### src/hw/drive_cfg.svh
/*
  Constants of the drive control link and of the controller's register map.
  Assumes inclusion by bare name from hw/ design files.
*/
`ifndef DRIVE_CFG_SVH
`define DRIVE_CFG_SVH

// ****************************************************************
// control word layout
// ****************************************************************
`define DRV_CW_SWITCH_BIT   0
`define DRV_CW_NOCOAST_BIT  1
`define DRV_CW_NOQUICK_BIT  2
`define DRV_CW_ENOP_BIT     3
`define DRV_CW_ACCEPT_BIT   10
`define DRV_CW_BASE         16'h0400
`define DRV_CW_RESET        16'h0400

// ****************************************************************
// status word patterns
// ****************************************************************
`define DRV_ST_MASK         16'h0277
`define DRV_ST_LOCKED       16'h0240
`define DRV_ST_READY        16'h0201
`define DRV_ST_SWITCHED     16'h0203
`define DRV_ST_OPERATION    16'h0207
`define DRV_ST_COAST        16'h0250
`define DRV_ST_COAST_QUICK  16'h0270
`define DRV_ST_QUICK        16'h0260
`define DRV_ST_FAULT        16'h0008
`define DRV_ST_RESET        16'h0240

// ****************************************************************
// controller register map and bus answers
// ****************************************************************
`define CTL_REG_CMD         4'h0
`define CTL_REG_STATUS      4'h4
`define CTL_REG_SEQ         4'h8
`define AXI_RESP_OKAY       2'h0
`define AXI_RESP_SLVERR     2'h2

`endif

### src/hw/drive_pkg.sv
/*
  Types shared by both ends of the drive control link.
  Assumes nothing beyond a SystemVerilog compiler.
*/
package drive_pkg;

  typedef enum logic [2:0] {
    power_locked_state,
    ready_state,
    switched_on_state,
    operation_state,
    coast_state,
    quick_state
  } drive_state_e;

  typedef enum logic [2:0] {
    cmd_none,
    cmd_off,
    cmd_on,
    cmd_enable_op,
    cmd_coast,
    cmd_quick
  } cmd_e;

endpackage : drive_pkg

### src/hw/drive_link_if.sv
/*
  Link between the fieldbus master end and the drive end.
  Assumes both ends on one clock; the bench joins them.
*/
`timescale 1ns/1ns
`default_nettype none

interface drive_link_if;
  logic [15:0] control_word;
  logic [15:0] status_word;

  modport device (input control_word, output status_word);
  modport master (output control_word, input status_word);
endinterface : drive_link_if

`default_nettype wire

### src/hw/cmd_decode.sv
/*
  Decodes the command code of the first control word.
  Assumes the word comes from logic on the same clock.
*/
`timescale 1ns/1ns
`default_nettype none

module cmd_decode
  import drive_pkg::*;
(
  input  wire logic [15:0] control_word,
  output var  cmd_e        command
);
`include "drive_cfg.svh"

  // ****************************************************************
  // command code
  // ****************************************************************
  // coast outranks quick stop, quick stop outranks the rest
  always_comb begin
    if (!control_word[`DRV_CW_ACCEPT_BIT]) begin
      command = cmd_none;
    end else if (!control_word[`DRV_CW_NOCOAST_BIT]) begin // [RQ6]
      command = cmd_coast;
    end else if (!control_word[`DRV_CW_NOQUICK_BIT]) begin // [RQ7]
      command = cmd_quick;
    end else if (!control_word[`DRV_CW_SWITCH_BIT]) begin // [RQ1]
      command = cmd_off;
    end else if (!control_word[`DRV_CW_ENOP_BIT]) begin
      command = cmd_on;
    end else begin
      command = cmd_enable_op;
    end
  end

endmodule : cmd_decode

`default_nettype wire

### src/hw/drive_device.sv
/*
  Drive end: device-control state machine, status word, power stage,
  controller enable and automatic brake.
  Assumes a fieldbus master on the link that writes control words and
  polls the status word; enable and fault inputs come from pins.
*/
// Decided for this implementation: the AXI4-Lite interface to the registers and the placing of the registers.
// Notes on behaviour
// [RQ1] low four control bits form command code
// [RQ2] off command from locked enters ready
// [RQ3] on command enables power stage, switched on
// [RQ4] enable operation enters operation, controller enabled
// [RQ5] disable returns switched on; off returns ready
// [RQ6] bit1 clear coasts, power stage disabled
// [RQ7] bit2 clear quick stops, controller disabled
// [RQ8] locked state reports 0x0240
// [RQ9] masked status bits identify the state
// [RQ10] master waits for expected masked status
// [RQ11] master keeps other upper bits clear
// [RQ12] master enables with 0406, 0407, 040f
// [RQ13] power stage off engages brake
// [RQ14] power stage on releases brake
// [RQ15] enabled stage runs the selected mode
// [RQ16] master always sets control bit 10
// [RQ17] any fault leads to locked state
// [RQ18] ready waits for both enable inputs
// [RQ19] unmatched command leaves state unchanged
`timescale 1ns/1ns
`default_nettype none

module drive_device
  import drive_pkg::*;
#(
  parameter int MODE_W = 4
) (
  input  wire logic              clk,
  input  wire logic              rst_n,
  drive_link_if.device           link,
  input  wire logic              power_enable_pin,
  input  wire logic              controller_enable_pin,
  input  wire logic              fault_pin,
  input  wire logic [MODE_W-1:0] op_mode,
  output var  logic              power_stage_on,
  output var  logic              controller_on,
  output var  logic              brake_engaged,
  output var  logic [MODE_W-1:0] active_mode,
  output var  drive_state_e      drive_state
);
`include "drive_cfg.svh"

  // ****************************************************************
  // pin synchronisers
  // ****************************************************************
  logic [2:0] pin_meta_q;
  logic [2:0] pin_sync_q;
  logic       enables_ok;
  logic       fault_seen;

  always_ff @(posedge clk or negedge rst_n) begin
    if (!rst_n) begin
      pin_meta_q <= 3'h0;
    end else begin
      pin_meta_q <= {fault_pin, controller_enable_pin, power_enable_pin};
    end
  end

  always_ff @(posedge clk or negedge rst_n) begin
    if (!rst_n) begin
      pin_sync_q <= 3'h0;
    end else begin
      pin_sync_q <= pin_meta_q;
    end
  end

  assign enables_ok = pin_sync_q[0] & pin_sync_q[1]; // [RQ18]
  assign fault_seen = pin_sync_q[2];

  // ****************************************************************
  // command decode
  // ****************************************************************
  cmd_e command;

  // upper bits other than the accept bit are not looked at
  cmd_decode u_decode (
    .control_word (link.control_word), // [RQ11] [RQ16]
    .command      (command)
  );

  // ****************************************************************
  // state machine
  // ****************************************************************
  drive_state_e state_q;
  drive_state_e state_d;
  logic         coast_quick_q;
  logic         coast_quick_d;

  always_comb begin
    state_d       = state_q; // [RQ19]
    coast_quick_d = coast_quick_q;
    if (fault_seen) begin
      state_d = power_locked_state; // [RQ17]
    end else begin
      case (state_q)
        power_locked_state: begin
          if (command == cmd_off && enables_ok) begin
            state_d = ready_state; // [RQ2]
          end
        end
        ready_state: begin
          if (command == cmd_coast) begin
            state_d       = coast_state; // [RQ6]
            coast_quick_d = 1'b0;
          end else if (command == cmd_quick) begin
            state_d = quick_state; // [RQ7]
          end else if (command == cmd_on && enables_ok) begin
            state_d = switched_on_state; // [RQ3] [RQ18]
          end
        end
        switched_on_state: begin
          if (command == cmd_coast) begin
            state_d       = coast_state; // [RQ6]
            coast_quick_d = 1'b0;
          end else if (command == cmd_quick) begin
            state_d = quick_state; // [RQ7]
          end else if (!enables_ok || command == cmd_off) begin
            state_d = ready_state; // [RQ5]
          end else if (command == cmd_enable_op) begin
            state_d = operation_state; // [RQ4]
          end
        end
        operation_state: begin
          if (command == cmd_coast) begin
            state_d       = coast_state; // [RQ6]
            coast_quick_d = 1'b0;
          end else if (command == cmd_quick) begin
            state_d = quick_state; // [RQ7]
          end else if (!enables_ok || command == cmd_off) begin
            state_d = ready_state; // [RQ5]
          end else if (command == cmd_on) begin
            state_d = switched_on_state; // [RQ5]
          end
        end
        coast_state: begin
          // only a released coast stop leaves; bit 10 clear is no release
          if (command == cmd_off || command == cmd_on || command == cmd_enable_op) begin
            state_d = power_locked_state;
          end
        end
        quick_state: begin
          if (command == cmd_coast) begin
            state_d       = coast_state; // [RQ6]
            coast_quick_d = 1'b1;
          end else if (command == cmd_off || command == cmd_on || command == cmd_enable_op) begin
            state_d = power_locked_state;
          end
        end
        default: begin
          state_d = power_locked_state;
        end
      endcase
    end
  end

  always_ff @(posedge clk or negedge rst_n) begin
    if (!rst_n) begin
      state_q <= power_locked_state;
    end else begin
      state_q <= state_d;
    end
  end

  always_ff @(posedge clk or negedge rst_n) begin
    if (!rst_n) begin
      coast_quick_q <= 1'b0;
    end else begin
      coast_quick_q <= coast_quick_d;
    end
  end

  // ****************************************************************
  // status word
  // ****************************************************************
  logic [15:0] status_q;
  logic [15:0] status_d;

  function automatic logic [15:0] state_status(drive_state_e st, logic from_quick);
    logic [15:0] pat;
    pat = `DRV_ST_LOCKED;
    case (st)
      power_locked_state: pat = `DRV_ST_LOCKED; // [RQ8]
      ready_state:        pat = `DRV_ST_READY; // [RQ2]
      switched_on_state:  pat = `DRV_ST_SWITCHED; // [RQ3]
      operation_state:    pat = `DRV_ST_OPERATION; // [RQ4]
      coast_state:        pat = from_quick ? `DRV_ST_COAST_QUICK : `DRV_ST_COAST; // [RQ6]
      quick_state:        pat = `DRV_ST_QUICK; // [RQ7]
      default:            pat = `DRV_ST_LOCKED;
    endcase
    return pat;
  endfunction : state_status

  // fault flag sits outside the mask, so it never disturbs the pattern
  always_comb begin
    status_d = state_status(state_d, coast_quick_d); // [RQ9]
    if (fault_seen) begin
      status_d = status_d | `DRV_ST_FAULT;
    end
  end

  always_ff @(posedge clk or negedge rst_n) begin
    if (!rst_n) begin
      status_q <= `DRV_ST_RESET;
    end else begin
      status_q <= status_d;
    end
  end

  assign link.status_word = status_q;

  // ****************************************************************
  // power stage, controller and brake
  // ****************************************************************
  logic              stage_d;
  logic              stage_q;
  logic              ctrl_q;
  logic              brake_q;
  logic [MODE_W-1:0] mode_q;

  // quick stop keeps the stage on so the stop ramp can brake the motor
  assign stage_d = (state_d == switched_on_state) || (state_d == operation_state) ||
                   (state_d == quick_state);

  always_ff @(posedge clk or negedge rst_n) begin
    if (!rst_n) begin
      stage_q <= 1'b0;
    end else begin
      stage_q <= stage_d; // [RQ3] [RQ6]
    end
  end

  always_ff @(posedge clk or negedge rst_n) begin
    if (!rst_n) begin
      ctrl_q <= 1'b0;
    end else begin
      ctrl_q <= (state_d == operation_state); // [RQ4] [RQ5] [RQ7]
    end
  end

  // brake follows the stage in the same edge, never lags it
  always_ff @(posedge clk or negedge rst_n) begin
    if (!rst_n) begin
      brake_q <= 1'b1;
    end else begin
      brake_q <= !stage_d; // [RQ13] [RQ14]
    end
  end

  always_ff @(posedge clk or negedge rst_n) begin
    if (!rst_n) begin
      mode_q <= '0;
    end else if (stage_d) begin
      mode_q <= op_mode; // [RQ15]
    end else begin
      mode_q <= '0;
    end
  end

  assign power_stage_on = stage_q;
  assign controller_on  = ctrl_q;
  assign brake_engaged  = brake_q;
  assign active_mode    = mode_q;
  assign drive_state    = state_q;

endmodule : drive_device

`default_nettype wire

### src/flat_wrapper.sv
// flat-port wrapper written by rule: the top's interface ports become plain ports
module drive_device_flat import drive_pkg::*;
#(
  parameter int MODE_W = 4
)
  (clk, rst_n, power_enable_pin, controller_enable_pin, fault_pin, op_mode, power_stage_on, controller_on, brake_engaged, active_mode, drive_state, link_control_word, link_status_word);
  drive_link_if link_i ();
  input  wire logic clk;
  input  wire logic rst_n;
  input  wire logic power_enable_pin;
  input  wire logic controller_enable_pin;
  input  wire logic fault_pin;
  input  wire logic [MODE_W-1:0] op_mode;
  output var  logic power_stage_on;
  output var  logic controller_on;
  output var  logic brake_engaged;
  output var  logic [MODE_W-1:0] active_mode;
  output var  drive_state_e drive_state;
  input wire logic [$bits(link_i.control_word)-1:0] link_control_word;
  output wire logic [$bits(link_i.status_word)-1:0] link_status_word;
  assign link_i.control_word = link_control_word;
  assign link_status_word = link_i.status_word;
  drive_device #(.MODE_W(MODE_W)) u_core (.clk(clk), .rst_n(rst_n), .link(link_i), .power_enable_pin(power_enable_pin), .controller_enable_pin(controller_enable_pin), .fault_pin(fault_pin), .op_mode(op_mode), .power_stage_on(power_stage_on), .controller_on(controller_on), .brake_engaged(brake_engaged), .active_mode(active_mode), .drive_state(drive_state));
endmodule
### config.mk
export PLATFORM = sky130hd
export DESIGN_NAME = drive_device_flat
export DESIGN_NICKNAME = d
export VERILOG_FILES = /design/src/hw/drive_pkg.sv /design/src/hw/drive_link_if.sv /design/src/hw/cmd_decode.sv /design/src/hw/drive_device.sv /design/src/flat_wrapper.sv
export VERILOG_INCLUDE_DIRS = /design/src /design/src/hw
export SDC_FILE = /design/constraint.sdc
export NUM_CORES = 1
export LEC_CHECK = 0
export ABC_AREA = 1
export BUFFER_PORTS_ARGS = -buffer_cell sky130_fd_sc_hd__clkbuf_2
export CAP_MARGIN = 20
export CORE_MARGIN = 2
export CORE_UTILIZATION = 45
export CTS_BUF_LIST = sky130_fd_sc_hd__clkbuf_4 sky130_fd_sc_hd__clkbuf_8 sky130_fd_sc_hd__clkbuf_16
export CTS_CLUSTER_SIZE = 28
export DETAILED_ROUTE_END_ITERATION = 7
export PLACE_DENSITY = 0.86
export SLEW_MARGIN = 30
export SYNTH_ARGS = -nofsm -noshare
export SYNTH_HDL_FRONTEND = slang
export SYNTH_SLANG_ARGS = --single-unit
### constraint.sdc
create_clock -name clk -period 2.8 [get_ports clk]
set_input_delay 0.28 -clock clk [delete_from_list [all_inputs] [get_ports clk]]
set_output_delay 0.28 -clock clk [all_outputs]
set_load 0.05 [all_outputs]
==> flow_metrics.py <==
metrics = {
    "run_status": {
        "status": "finished clean",
    },
    "cells_and_area": {
        "design_area_um2": 1320,
        "diodes": 0,
        "stdcell_count": 187,
        "fill_cells": 213,
        "drive_above_1_share_pct": 36.9,
        "syn_to_final_growth_pct": 17.1,
        "final_nets": 185,
    },
    "synthesis": {
        "syn_inst": 124,
        "synth.ff_latch_count": 24,
        "netlist_area_um2": 1120,
        "ys_seq_area_share_pct": 53.6,
        "syn-mean-instance-area_um2": 9.07,
        "synth_top_cell_by_area": "dfrtp_1",
        "synth.distinct_cells": 23,
        "ys_top_cells_by_area": "dfrtp_1, nand2_1, inv_1, buf_4, dfstp_2",
        "synth_top_area_share_pct": 48.9,
        "ys_warn_count": 0,
    },
    "setup_path": {
        "r2r_slack_ns": 1.18,
        "cp_max_fo": 5,
        "end_kind": "flip-flop",
        "cp.arrival_ns": 1.87,
        "crit_top_cell": "inv_1",
        "slowest_stage": "dfrtp_1",
        "crit_buf_inv": 4,
        "cp-start-kind": "flip-flop",
        "crit_family": "flip-flops",
        "startpoint": "u_core.pin_sync_q[2]$_DFF_PN0_",
        "critical_path_class": "reg2reg",
        "r2r-start": "u_core.pin_sync_q[2]$_DFF_PN0_",
        "cp_slowest_stage_delay_ns": 0.45,
        "crit_required_ns": 3.05,
        "cp_cell_sequence": "inv_1, nand2_1, a21oi_1, nand2_2, inv_1, ha_1, inv_1, nand2_4, inv_4, nor2_2",
    },
    "flow_run": {
        "drv_cap": 0,
    },
    "timing": {
        "max_slew.worst_pin.slew_ns": 0.560,
        "post-route-period-util_pct": 57.9,
        "fin_crit_ns": 1.62,
        "finalHoldViolCount": 0,
        "finalSetupTns_ns": 0,
        "fmaxAchievable_ghz": 0.617,
        "maxSlewHeadroom_pct": 62.7,
        "setup_viol": 0,
        "rsz0062_at_grt": "no",
        "slew_violations": 0,
        "clock_skew_ns": 0.00144,
    },
    "placed_design": {
        "dp.cells": 182,
        "port_buffers": 30,
        "hpwl_mm": 1.44,
        "dpl_cell_area_um2": 1270,
        "place_congestion": 0.988,
    },
    "route": {
        "routed_wl_mm": 1.82,
        "firstDrtPassIters": 4,
        "routed-via-count": 824,
        "ant_nets": 0,
        "drc_errors": 0,
        "wl_per_cell_um": 9.72,
        "drtIter0Drc": 9,
        "avgViaCountPerCell": 4.41,
    },
    "global_routing": {
        "grt_pass1_wl_mm": 3.09,
        "grt_antenna_before_repair": 0,
        "grt_pass1_vias": 762,
        "grt_usage_pct": 15.0,
        "grt.overflow.total": 0,
        "grt_max_degree": 25,
    },
    "clocking": {
        "clockBufferDepth": 2,
        "clkTransAtPathRegs_ns": 0.12,
        "ctsHtreeMaxLevel": 1,
        "post_cts_resized": 0,
        "cts_tree": "done",
        "worstSkewPairLatency_ns": 0.30,
        "cts-buffers-inserted": 3,
        "cts-hold-fix-buffers": 1,
        "cts_sinks": 24,
        "root_buffer": "clkbuf_4",
        "post-cts-setup-buffers": 0,
    },
    "pwr": {
        "p_total_uw": 604,
        "ir_drop_uv": 378,
        "leakagePower_uw": 0.000766,
        "powerDensity_nw_per_um2": 458,
    },
    "floorplanning": {
        "die_w_um": 54.0,
        "core_um2": 2430,
        "io_pins": 51,
        "start_util_pct": 46.2,
        "fp.dieH_um": 54.0,
        "dieArea_um2": 2920,
        "rows": 18,
    },
    "hold_path": {
        "worstHoldStart": "power_enable_pin",
        "hold_class": "in2reg",
    },
}
worst paths after layout:
kind                                                        end  depth (start not counted)
setup / recovery                u_core.active_mode[2]$_DFF_PN0_                         10
hold / removal                   u_core.pin_meta_q[0]$_DFF_PN0_                          1
setup reg to reg                u_core.active_mode[2]$_DFF_PN0_                         10
hold reg to reg                  u_core.pin_sync_q[0]$_DFF_PN0_                          0
max in group asynchronous  u_core.link.status_word[6]$_DFF_PN1_                          2
min in group asynchronous       u_core.active_mode[1]$_DFF_PN0_                          2
report_power, final:
part | switching [uW] | total [uW] | internal [uW] | leakage, uW
Sequential | 3.00 | 357 | 354 | 0.000308
Combinational | 58.1 | 73.3 | 15.3 | 0.000437
Clock | 93.9 | 173 | 79.3 | 0.0000210
synthesized netlist by cell type (all sizes together):
cell,number
nor2,14
inv,23
nand2,31
dfrtp,22
clkinv,2
o21ai,4
a21oi,2
ha,2
dfstp,2
nand3,9
nand4,1
buf,9
nor3,1
conb,2
stage by stage:
step	setup slack [ns]	utilization (%)	hold WS (ns)
2_1_floorplan	1.04	-	-0.0156
3_3_place_gp	1.25	52.3	0.280
3_5_place_dp	1.21	52.3	0.298
4_1_cts	1.15	54.2	0.0658
5_1_grt	0.987	54.2	0.0564
6_report	1.18	54.2	0.0726
kinds of logic (layout without fill, tap and decap cells):
kind of cell | Yosys count | in the layout | share of synthesized area, %
AOI/OAI and AO/OA | 6 | 6 | 3.00
adders and majority gates | 2 | 2 | 2.22
other | 2 | 9 | 0.668
buffers and inverters | 34 | 60 | 14.7
DFF | 24 | 24 | 53.6
and+or+nand+nor | 56 | 56 | 25.8
cell type report:
class	instances	area, um2	area share, %
sequential	24	603	45.8
multi-input combinational	73	383	29.1
timing repair buffer	31	160	12.2
inverter	25	97.6	7.41
tap	30	37.5	2.85
clock buffer	4	36.3	2.75
registers in the layout, summed over array words and instances (netlist names):
register and flops:
u_core.drive_state 3, u_core.coast_quick_q 1, u_core.active_mode 4, u_core.link.status_word 7
u_core.pin_sync_q 3, u_core.power_stage_on 1, u_core.brake_engaged 1, u_core.controller_on 1
u_core.pin_meta_q 3
layout by cell type, fill, tap and decap left out, types with 2 or more instances in the layout:
master	instances
nand3_1	8
o21ai_0	3
nor2_1	7
inv_2	2
dfstp_2	2
inv_1	20
nor2_4	2
nand2_4	2
clkbuf_4	3
nand2_2	7
dfrtp_1	22
nor2_2	5
a21oi_1	2
nand2_1	22
clkbuf_2	30
ha_1	2
conb_1	9
metal layers:
metal  global-route usage [%]  vias to the layer above  routed length [um]
met4                     7.92                        0                  45
met2                     26.2                       31                 932
met5                        0                        -                   0
met3                     2.50                        6                 121
li1                         -                      415                   -
met1                     17.5                      372                 717
Power figures use the tool's default switching activity.
